File: config.mk
export PLATFORM = sky130hd
export DESIGN_NAME = ucmc_top
export DESIGN_NICKNAME = d
export VERILOG_FILES = /design/src/ucmc_pkg.sv /design/src/ucmc_i2c_target.sv /design/src/ucmc_top.sv
export SDC_FILE = /design/constraint.sdc
export NUM_CORES = 1
export LEC_CHECK = 0
export ABC_AREA = 1
export BUFFER_PORTS_ARGS = -buffer_cell sky130_fd_sc_hd__buf_2
export CAP_MARGIN = 10
export CORE_UTILIZATION = 40
export CTS_CLUSTER_DIAMETER = 150
export DETAILED_ROUTE_END_ITERATION = 8
export GPL_ROUTABILITY_DRIVEN = 0
export HOLD_SLACK_MARGIN = 0.03
export SLEW_MARGIN = 0
export SYNTH_ARGS = -nofsm -noshare
export SYNTH_HDL_FRONTEND = slang
export SYNTH_SLANG_ARGS = --single-unit
File: constraint.sdc
create_clock -name mclk -period 1.5 [get_ports mclk]
set_input_delay 0.15 -clock mclk [delete_from_list [all_inputs] [get_ports mclk]]
set_output_delay 0.15 -clock mclk [all_outputs]
set_load 0.01 [all_outputs]
File: src/ucmc_pkg.sv
// shared constants, types and register map of the usb conditioner mode controller
package ucmc_pkg;

    // clock and timing
    localparam int CLK_PERIOD_NS   = 10;
    localparam int I2C_RATE_KHZ    = 100;
    localparam int SAMPLE_DELAY_NS = 1000;
    localparam int SAMPLE_CYC      = (SAMPLE_DELAY_NS + CLK_PERIOD_NS - 1) / CLK_PERIOD_NS;
    localparam int RST_PULSE_US    = 20;
    localparam int SUPPLY_STABLE_US = 100;

    // i2c target
    localparam logic [6:0] I2C_TARGET_ADDR = 7'h2C;

    // register offsets
    localparam logic [7:0] OFS_AC_BOOST = 8'h01;
    localparam logic [7:0] OFS_CFG_HOLD = 8'h03;
    localparam logic [7:0] OFS_STRAP_PIN_A = 8'h0E;

    // field positions
    localparam int ACB_LSB  = 4;
    localparam int ACB_MSB  = 6;
    localparam int HOLD_BIT = 0;
    localparam int DCB_LSB  = 0;
    localparam int DCB_MSB  = 2;

    // reset values
    localparam logic       HOLD_RESET = 1'b1;
    localparam logic [7:0] READ_ZERO  = 8'h00;

    // ac boost level codes
    localparam logic [2:0] ACB_LVL0 = 3'h0;
    localparam logic [2:0] ACB_LVL1 = 3'h1;
    localparam logic [2:0] ACB_LVL2 = 3'h3;
    localparam logic [2:0] ACB_LVL3 = 3'h7;

    // strap_pin_a level codes
    localparam logic [2:0] DCB_40MV = 3'h3;
    localparam logic [2:0] DCB_60MV = 3'h5;
    localparam logic [2:0] DCB_80MV = 3'h7;

    // tri-level dc strap as seen from the pin comparator
    typedef enum logic [1:0] {
        DCS_LOW  = 2'h0,
        DCS_MID  = 2'h1,
        DCS_HIGH = 2'h2
    } ucmc_dc_strap_t;

    // connection speed detector outputs
    typedef struct packed {
        logic ls;
        logic fs;
        logic hs;
    } ucmc_speed_t;

    // register write from the i2c target
    typedef struct packed {
        logic       en;
        logic [7:0] addr;
        logic [7:0] data;
    } ucmc_wr_t;

    // compensation settings applied to the analog path
    typedef struct packed {
        logic       en;
        logic [2:0] ac_level;
        logic [2:0] dc_level;
    } ucmc_comp_t;

    function automatic logic [2:0] acb_code(input logic [1:0] lvl);
        logic [2:0] c;
        c = ACB_LVL0;
        unique case (lvl)
            2'h0: c = ACB_LVL0;
            2'h1: c = ACB_LVL1;
            2'h2: c = ACB_LVL2;
            2'h3: c = ACB_LVL3;
        endcase
        return c;
    endfunction

    function automatic logic [2:0] dcb_code(input logic [1:0] s);
        logic [2:0] c;
        c = DCB_60MV;
        unique case (s)
            DCS_LOW:  c = DCB_40MV;
            DCS_MID:  c = DCB_60MV;
            DCS_HIGH: c = DCB_80MV;
            default:  c = DCB_60MV;
        endcase
        return c;
    endfunction

endpackage

File: src/ucmc_i2c_target.sv
// byte-wide i2c target with register pointer, open-drain data pin
`timescale 1ns/10ps
`default_nettype none
module ucmc_i2c_target
    import ucmc_pkg::*;
#(
    parameter logic [6:0] ADDR = I2C_TARGET_ADDR
) (
    input  wire logic       mclk,
    input  wire logic       nrst,
    input  wire logic       enable,
    input  wire logic       scl_in,
    input  wire logic       sda_in,
    output logic            sda_out,
    output logic            sda_oe_n,
    output ucmc_wr_t        wr,
    output logic [7:0]      rd_addr,
    input  wire logic [7:0] rd_data
);

    typedef enum logic [4:0] {
        ST_IDLE = 5'h01,
        ST_RECV = 5'h02,
        ST_ACK  = 5'h04,
        ST_SEND = 5'h08,
        ST_HACK = 5'h10
    } ucmc_i2c_st_t;

    typedef struct packed {
        ucmc_i2c_st_t st;
        logic         scl_q;
        logic         sda_q;
        logic [3:0]   cnt;
        logic [7:0]   sh;
        logic         rw;
        logic         addr_ph;
        logic         ptr_set;
        logic [7:0]   ptr;
        logic         drive;
        ucmc_wr_t     wr;
    } ucmc_i2c_state_t;

    localparam logic [3:0] BYTE_BITS = 4'h8;

    ucmc_i2c_state_t s_r;
    ucmc_i2c_state_t s_nxt;

    logic rise;
    logic fall;
    logic start;
    logic stop;

    assign rise  = scl_in & ~s_r.scl_q;
    assign fall  = ~scl_in & s_r.scl_q;
    assign start = s_r.scl_q & scl_in & s_r.sda_q & ~sda_in;
    assign stop  = s_r.scl_q & scl_in & ~s_r.sda_q & sda_in;

    ////////////////////////////////////////////////////////////////////////////////
    always_comb begin
        s_nxt       = s_r;
        s_nxt.scl_q = scl_in;
        s_nxt.sda_q = sda_in;
        s_nxt.wr.en = 1'b0;
        if (!enable) begin
            s_nxt.st    = ST_IDLE;
            s_nxt.drive = 1'b0;
        end else if (start) begin
            s_nxt.st      = ST_RECV;
            s_nxt.cnt     = 4'h0;
            s_nxt.addr_ph = 1'b1;
            s_nxt.drive   = 1'b0;
        end else if (stop) begin
            s_nxt.st    = ST_IDLE;
            s_nxt.drive = 1'b0;
        end else begin
            unique case (s_r.st)
                ST_IDLE: begin
                    s_nxt.drive = 1'b0;
                end
                ST_RECV: begin
                    if (rise) begin
                        s_nxt.sh  = {s_r.sh[6:0], sda_in};
                        s_nxt.cnt = s_r.cnt + 4'h1;
                    end else if (fall && s_r.cnt == BYTE_BITS) begin
                        s_nxt.addr_ph = 1'b0;
                        if (s_r.addr_ph) begin
                            // only our fixed address is acknowledged
                            if (s_r.sh[7:1] == ADDR) begin
                                s_nxt.rw      = s_r.sh[0];
                                s_nxt.ptr_set = ~s_r.sh[0];
                                s_nxt.drive   = 1'b1;
                                s_nxt.st      = ST_ACK;
                            end else begin
                                s_nxt.st = ST_IDLE;
                            end
                        end else begin
                            s_nxt.drive = 1'b1;
                            s_nxt.st    = ST_ACK;
                            if (s_r.ptr_set) begin
                                s_nxt.ptr     = s_r.sh;
                                s_nxt.ptr_set = 1'b0;
                            end else begin
                                s_nxt.wr.en   = 1'b1;
                                s_nxt.wr.addr = s_r.ptr;
                                s_nxt.wr.data = s_r.sh;
                                s_nxt.ptr     = s_r.ptr + 8'h01;
                            end
                        end
                    end
                end
                ST_ACK: begin
                    if (fall) begin
                        if (s_r.rw) begin
                            s_nxt.drive = ~rd_data[7]; // status readback
                            s_nxt.sh    = {rd_data[6:0], 1'b0};
                            s_nxt.cnt   = 4'h1;
                            s_nxt.st    = ST_SEND;
                        end else begin
                            s_nxt.drive = 1'b0;
                            s_nxt.cnt   = 4'h0;
                            s_nxt.st    = ST_RECV;
                        end
                    end
                end
                ST_SEND: begin
                    if (fall) begin
                        if (s_r.cnt == BYTE_BITS) begin
                            s_nxt.drive = 1'b0;
                            s_nxt.st    = ST_HACK;
                        end else begin
                            s_nxt.drive = ~s_r.sh[7];
                            s_nxt.sh    = {s_r.sh[6:0], 1'b0};
                            s_nxt.cnt   = s_r.cnt + 4'h1;
                        end
                    end
                end
                ST_HACK: begin
                    if (rise) begin
                        if (sda_in) begin
                            s_nxt.st = ST_IDLE;
                        end else begin
                            s_nxt.ptr = s_r.ptr + 8'h01;
                            s_nxt.st  = ST_ACK;
                        end
                    end
                end
                default: begin
                    s_nxt.st    = ST_IDLE;
                    s_nxt.drive = 1'b0;
                end
            endcase
        end
    end

    always_ff @(posedge mclk or negedge nrst) begin
        if (!nrst) begin
            s_r <= '{st: ST_IDLE, scl_q: 1'b1, sda_q: 1'b1, cnt: 4'h0, sh: 8'h00,
                     rw: 1'b0, addr_ph: 1'b0, ptr_set: 1'b0, ptr: 8'h00, drive: 1'b0,
                     wr: '0};
        end else begin
            s_r <= s_nxt;
        end
    end

    assign sda_out  = 1'b0;
    assign sda_oe_n = ~s_r.drive;
    assign wr       = s_r.wr;
    assign rd_addr  = s_r.ptr;

endmodule
`default_nettype wire

File: src/ucmc_top.sv
// mode controller of a usb 2.0 high-speed signal conditioner
// Operation
// reset low: shutdown, no compensation, channel passes
// shutdown: connect-detect gives no indication
// low speed: compensation off, connect-detect high
// full speed: compensation off, connect-detect high
// high speed: compensate with straps, connect-detect high
// i2c enabled only if scl, sda high after reset
// i2c answers fixed 7-bit address 0x2C
// i2c runs at 100 kHz for config/status
// host sets then clears hold after boost changes
// hold 0 runs state machine, 1 halts it
// hold resets set; auto-cleared unless i2c mode
// ac boost field bits 6:4, loaded from strap
// ac codes 000, 001, 011, 111
// four ac levels from strap resistor
// dc strap low/mid/high gives 40/60/80 mV
// software keeps reserved fields at default
// software uses read-modify-write
// reset pulse held at least 20 us
// reset held until supply stable 100 us
// straps latched only at reset
// strap_pin_a field 0x0E bits 2:0, codes 011/101/111
// no connection, not shutdown: connect-detect low
`timescale 1ns/10ps
`default_nettype none
module ucmc_top
    import ucmc_pkg::*;
#(
    parameter int         SAMPLE_CYCLES = SAMPLE_CYC,
    parameter logic [6:0] TARGET_ADDR   = I2C_TARGET_ADDR
) (
    input  wire logic       mclk,
    input  wire logic       nrst,
    input  wire logic [1:0] ac_boost_strap_pin,
    input  wire logic [1:0] strap_pin_a,
    input  wire ucmc_speed_t speed,
    input  wire logic       scl_in,
    input  wire logic       sda_in,
    output logic            sda_out,
    output logic            sda_oe_n,
    output logic            connect_detect_out,
    output logic            channel_pass,
    output logic            i2c_mode,
    output ucmc_comp_t      comp
);

    // the 13-bit wait counter could serve 8192 cycles; SAMPLE_CYCLES is capped at 4096
    if (SAMPLE_CYCLES < 1 || SAMPLE_CYCLES > 4096) begin : g_bad_sample
        $error("SAMPLE_CYCLES out of range");
    end

    typedef enum logic [3:0] {
        ST_STRAP  = 4'h1,
        ST_SAMPLE = 4'h2,
        ST_HOLD   = 4'h4,
        ST_RUN    = 4'h8
    } ucmc_state_t;

    typedef struct packed {
        ucmc_state_t st;
        logic [12:0] wait_cnt;
        logic        i2c_mode;
        logic [2:0]  ac_boost_level_field;
        logic [2:0]  strap_pin_a_level_field;
        logic        hold;
        ucmc_comp_t  comp;
        logic        cd;
    } ucmc_top_state_t;

    localparam logic [12:0] SAMPLE_LAST = 13'(SAMPLE_CYCLES - 1);

    ucmc_top_state_t s_r;
    ucmc_top_state_t s_nxt;
    ucmc_wr_t        wr;
    logic [7:0]      rd_addr;
    logic [7:0]      rd_data;

    ////////////////////////////////////////////////////////////////////////////////
    // i2c target, only live once i2c mode was sampled

    ucmc_i2c_target #(
        .ADDR (TARGET_ADDR)
    ) u_i2c (
        .mclk     (mclk),
        .nrst     (nrst),
        .enable   (s_r.i2c_mode),
        .scl_in   (scl_in),
        .sda_in   (sda_in),
        .sda_out  (sda_out),
        .sda_oe_n (sda_oe_n),
        .wr       (wr),
        .rd_addr  (rd_addr),
        .rd_data  (rd_data)
    );

    ////////////////////////////////////////////////////////////////////////////////
    // register read mux, reserved bits read zero

    always_comb begin
        rd_data = READ_ZERO;
        unique case (rd_addr)
            OFS_AC_BOOST: rd_data[ACB_MSB:ACB_LSB] = s_r.ac_boost_level_field;
            OFS_CFG_HOLD: rd_data[HOLD_BIT]        = s_r.hold;
            OFS_STRAP_PIN_A: rd_data[DCB_MSB:DCB_LSB] = s_r.strap_pin_a_level_field;
            default:      rd_data = READ_ZERO;
        endcase
    end

    ////////////////////////////////////////////////////////////////////////////////
    // mode sequencing

    always_comb begin
        s_nxt = s_r;
        // register writes land in any state after the straps are caught
        if (wr.en && s_r.st != ST_STRAP) begin
            unique case (wr.addr)
                OFS_AC_BOOST: s_nxt.ac_boost_level_field = wr.data[ACB_MSB:ACB_LSB];
                OFS_CFG_HOLD: s_nxt.hold = wr.data[HOLD_BIT];
                OFS_STRAP_PIN_A: s_nxt.strap_pin_a_level_field = wr.data[DCB_MSB:DCB_LSB];
                default: ;
            endcase
        end
        unique case (s_r.st)
            ST_STRAP: begin
                // straps are read once, right after reset release
                s_nxt.ac_boost_level_field = acb_code(ac_boost_strap_pin);
                s_nxt.strap_pin_a_level_field = dcb_code(strap_pin_a);
                s_nxt.wait_cnt             = 13'h0000;
                s_nxt.st                   = ST_SAMPLE;
            end
            ST_SAMPLE: begin
                if (s_r.wait_cnt == SAMPLE_LAST) begin
                    s_nxt.i2c_mode = scl_in & sda_in;
                    if (!(scl_in & sda_in)) begin
                        s_nxt.hold = 1'b0;
                    end
                    s_nxt.st = ST_HOLD;
                end else begin
                    s_nxt.wait_cnt = s_r.wait_cnt + 13'h0001;
                end
            end
            ST_HOLD: begin
                // halted for configuration: no compensation, no indication
                s_nxt.comp.en = 1'b0;
                s_nxt.cd      = 1'b0;
                if (!s_r.hold) begin
                    // restart picks up the current boost fields
                    s_nxt.comp.ac_level = s_r.ac_boost_level_field;
                    s_nxt.comp.dc_level = s_r.strap_pin_a_level_field;
                    s_nxt.st            = ST_RUN;
                end
            end
            ST_RUN: begin
                if (s_r.hold) begin
                    s_nxt.comp.en = 1'b0;
                    s_nxt.cd      = 1'b0;
                    s_nxt.st      = ST_HOLD;
                end else begin
                    s_nxt.comp.en = speed.hs;
                    s_nxt.cd      = speed.ls | speed.fs | speed.hs;
                end
            end
            default: begin
                s_nxt.st = ST_HOLD;
            end
        endcase
    end

    // reset is the shutdown pin: compensation and connect-detect off while it is low, channel_pass stays high
    always_ff @(posedge mclk or negedge nrst) begin
        if (!nrst) begin
            s_r <= '{st: ST_STRAP, wait_cnt: 13'h0000, i2c_mode: 1'b0,
                     ac_boost_level_field: ACB_LVL0, strap_pin_a_level_field: DCB_60MV,
                     hold: HOLD_RESET, comp: '0, cd: 1'b0};
        end else begin
            s_r <= s_nxt;
        end
    end

    ////////////////////////////////////////////////////////////////////////////////
    // outputs

    assign connect_detect_out = s_r.cd;
    assign comp               = s_r.comp;
    assign i2c_mode           = s_r.i2c_mode;
    assign channel_pass       = 1'b1;

endmodule
`default_nettype wire

# Word level (Yosys, flattened, before mapping)
# Index checks and enable logic that the tools add are counted.
# classes
n_eq_ne	53
n_mux	75
n_addsub	3
bitwise	23
reduce_logical	29
# op_table
op	count
$mux 17	6
$mux 29	2
$mux 12	4
$mux 5	9
$mux 8	5
$pmux 12 s3	1
$pmux 13 s2	1
$ne 5x2->1 const B	5
$pmux 5 s5	1
$mux 23	1
$mux 1	21
$mux 3	7
$reduce_and 7->1	3
$mux 4	5
$ne 2x2->1 const B	10
$reduce_and 9->1	2
$eq 8x1->1 const B	2
$eq 8x2->1 const B	2
$eq 8x4->1 const B	2
$pmux 4 s4	1
$pmux 8 s2	1
$reduce_and 8->1	2
$reduce_bool 2->1	8
$ne 2x1->1 const B	7
other kinds (41)	75
# totals
in_bits	11
word_cells	206
out_inout_bits	12
ff_bits	81

# Longest topological paths before layout
# depth
word_depth	9
mapped_depth	12
depth_no_buf	12

# Modules after synthesis
# From an unflattened synthesis, not the netlist that was laid out.
# unflattened
hier_cells	680
hier_area_um2	4999.8
# by_module_without_submodules
mod	instances	cells_per_inst	seq_area_each_um2	area_each_um2
ucmc_i2c_target	1	407	1204.9	3047.9
ucmc_top	1	273	830.8	1951.9

# Least setup slack after synthesis
# No wires, ideal clock.
# synth_timing
path_kind	flip-flop to flip-flop
from	register u_i2c.s_r[37] (netlist bit)
to	register u_i2c.s_r (netlist bit u_i2c.wr[14])
period_less_slack_ns	1.560
setup_time_ns	0.119
arrival_ns	1.441
path_slack_ns	-0.060
t_required_ns	1.381
path_stages_with_launch	11
n_path_buf	1
path_cell_list	dfrtp_1 inv_1 ha_1 nand2_1 nor2_1 nand2_1 nor2_4 nand4_4 buf_6 nand2_1 o21ai_2
# synth_between
elab_chain_len	3
# synth_rtl
element	line	text
start: declaration	ucmc_i2c_target.sv:45	ucmc_i2c_state_t s_r;
start signal: assignment	ucmc_i2c_target.sv:157	s_r <= '{st: ST_IDLE, scl_q: 1'b1, sda_q: 1'b1, cnt: 4'h0, sh: 8'h00,
start signal: assignment	ucmc_i2c_target.sv:161	s_r <= s_nxt;
$eq 4x4->1	ucmc_i2c_target.sv:84	end else if (fall && s_r.cnt == BYTE_BITS) begin
$logic_and 1x1->1	ucmc_i2c_target.sv:84	
$reduce_and 8->1 (no line)	--	
# No other way between the ends.
# A chain may end at the register's enable or synchronous reset.

# Worst setup path in the final report
# layout_timing
from	register u_i2c.s_r[38] (netlist bit)
to	register u_i2c.s_r[28] (netlist bit)
# Same word-level chain as after synthesis.

==> reports/qor.txt <==
Setup-failing EPs final - 39
Core Util, Final - 56.2%
Share of layout cells above drive strength 1 - 35.9%
Leakage power - 3.06 nW
Clock root buffer - clkbuf_16
Kind of cell adding the most delay to the critical path - simple AND/OR/NAND/NOR gates
Starting Density - 41.9%
Post-layout minimum cycle time - 1640 ps
TritonCTS clock tree - done
Seq/Total Area, Yosys - 42.8%
Port-buffer cells - 20
Post-synth top area share - 38.8%
Final setup TNS - -3300 ps
Dpl hpwl - 8350 um
Vias in the first global route - 4276
Initial drt markers - 166
DR vias/cell - 5.07
Max Freq - 609 MHz
Max Transition Viols Final - 0
DR DRC count - 0
Rows - 38
Min-Delay Path Class - in -> reg
Latest clock arrival within the worst-skew pair - 340 ps
Switching power - 0.00170 W
Overflow after GRT - 0
WS Path Type - reg -> reg
Worst path required time - 1730 ps
Critical path peak fanout - 4
Mapped Avg Cell Area - 7.57 sq um
EDFF count, synth - 0
CP Capture Type - register
Async SR Flop Fraction - 100%
Synthesized cell area - 4640 sq um
H-Tree Depth - 3
CP max stage cell - dfrtp_1
Die height - 110 um
First-pass GRT wire length - 19500 um
Final ANT Viol Nets - 0
Primary FF master, synth - dfrtp_1
Nets - 733
Synth unique cells - 37
Sequential cell fraction of total power - 44.6%
Core area - 11100 sq um
CTS buffer count - 9
Final Hold Violating Endpoints - 0
Chip width - 110 um
P_int - 0.00404 W
Post-route insts no fill - 861
Outcome - complete, but fails checks
Crit path DAT - 1870 ps
Drt first pass iters - 4
Fin Clk Skew - 8.33 ps
Via count - 4366
IO Count - 23
Die ar. - 12000 sq um
# Max-Cap Violations - 0
Failing checks - setup timing
Initial antenna violation count - 0
CP Launch Type - register
Largest net degree at the start of global routing - 36
Max incr delay on CP - 390 ps
WL final - 12000 um
Clock Sinks - 79
Layout Area Growth over Synthesis - 34.1%
Yosys warning count - 0
PwrDens - 923 nW/um^2
Area contributors post-synth - dfrtp_1, nand2_1, nand3_1
Post-synth top area cell - dfrtp_1
Net switching fraction of the power - 29.6%
Clock share of power - 35.2%
Antenna cell count - 0
Min setup slack post-route - -142 ps
WP buf/inv - 3
Part of the cycle the worst path needs - 109%
Synthesized instance count - 613
Overall routing resource usage - 20.9%
WL/cell - 13.9 um
RSZ-0062 raised after global routing - true
Clk slew on worst S/H paths - 60 ps
FF+latch count, synth - 79
Worst-case vdd ir drop - 0.000884 V
CP Cell Sequence - inv_2, ha_4, nand2_2, nor2_2, nand2_2, buf_6, inv_6, nand2_4, nor3_4, nand3_1, nand2_1, nand2_1
Placed Cells - 822
CTS Buffer Depth - 2
Comb pwr share - 20.2%
[worst min-delay path: cells and delay by family]
family,cells,cell delay (ps)
buffers and inverters,1,80
AND/OR/NAND/NOR,2,110
[Yosys cell counts (7+ instances only)]
library cell and instances:
dfstp_2 7, o21ai_2 13, o21ai_1 8, inv_1 65
nand3_1 81, buf_4 10, nor2_4 7, nand4_1 11
nor3_1 14, nand2_1 177, o21ai_0 37, dfrtp_1 72
nor2_1 49
[cells by family after synthesis]
logic type      Yosys count  share of synthesized area, %
simple gates            356                          35.4
buf+inv                  88                          8.60
flops                    79                          42.8
compound gates           70                          8.93
xor+xnor                  7                          1.32
fa+ha+maj                 6                          1.62
mux                       5                          1.21
other cells               2                         0.162
[metal layers]
| metal | up-vias | routed length (um) | global-route usage (%) |
|---|---|---|---|
| met5 | - | 0 | 0 |
| met4 | 0 | 190 | 6.86 |
| met3 | 15 | 322 | 3.79 |
| met2 | 59 | 6090 | 36.4 |
| met1 | 2094 | 5360 | 26.2 |
| li1 | 2198 | - | - |
[worst paths after layout]
check                                                from                        end  slack, ps  cells after the start
worst min register to register   u_i2c.wr[14]$_DFFE_PN0P_   u_i2c.wr[14]$_DFFE_PN0P_        480                      2
min in group asynchronous                            nrst        s_r[12]$_DFFE_PN0P_        270                      2
worst max register to register  u_i2c.s_r[38]$_DFFE_PN0P_  u_i2c.s_r[28]$_DFFE_PN0P_       -140                     12
max in group asynchronous                            nrst           s_r[8]$_DFF_PN1_        620                      3
worst max-delay path            u_i2c.s_r[38]$_DFFE_PN0P_  u_i2c.s_r[28]$_DFFE_PN0P_       -140                     12
worst min-delay path                             speed[0]        comp[6]$_DFFE_PN0P_         40                      3
[layout by cell type, fill, tap and decap left out, types with 4 or more instances in the layout]
| cell | n |
|---|---|
| buf_2 | 19 |
| nand2_1 | 140 |
| o21ai_0 | 24 |
| nand4_1 | 11 |
| xor2_1 | 6 |
| nand2_4 | 10 |
| dfstp_2 | 7 |
| nor2_1 | 41 |
| buf_12 | 5 |
| dfrtp_1 | 71 |
| mux2_2 | 5 |
| buf_4 | 69 |
| nor2_2 | 5 |
| nand3_2 | 13 |
| nor3_1 | 11 |
| dlygate4sd3_1 | 4 |
| o21ai_1 | 15 |
| inv_2 | 17 |
| nor2_4 | 10 |
| ha_1 | 4 |
| clkbuf_16 | 10 |
| inv_1 | 51 |
| nand2_2 | 31 |
| o21ai_2 | 19 |
| buf_6 | 10 |
| nand3_1 | 68 |
[final cells by class]
cell class,instances,area (sq um)
clock inverter,6,37.5
sequential,79,1990
timing repair buffer,109,906
inverter,70,270
clock buffer,10,229
tap,140,175
fill,1019,4860
multi-input combinational,447,2620
[power by group through the flow]
stage / clock network, W / logic (W) / registers [W]
final: 0.00202 / 0.00116 / 0.00256
after global routing: 0.00213 / 0.00130 / 0.00260
after CTS: 0.00206 / 0.00105 / 0.00256
after detailed placement: 0 / 0.00102 / 0.00260
after global placement: 0 / 0.00100 / 0.00259
after floorplan: 0 / 0.000698 / 0.00257
[sequential cells by signal (all words and copies together) (netlist names)]
signal	count
u_i2c.rd_addr	8
u_i2c.wr	15
u_i2c.s_r	23
connect_detect_out	1
s_r	24
comp	7
i2c_mode	1
[timing repair]
action	CTS	global route
pin swaps	7	39
setup endpoints to repair	47	65
endpoints found under the hold margin	27	0
cloned	1	1
hold buffers	4	0
gates resized for setup	42	96
buffers inserted	10	9
[per-stage QoR]
stage	area [sq um]	hold WS, ps	power [W]	setup slack [ps]
after global placement	5340	95.1	0.00359	-143
after floorplan	4650	-146	0.00327	-40.2
after CTS	5850	34.1	0.00567	-99.5
after global routing	6220	59.5	0.00603	-235
final	6220	37.2	0.00574	-142
after detailed placement	5340	102	0.00362	-207
Power figures use the tool's default switching activity.
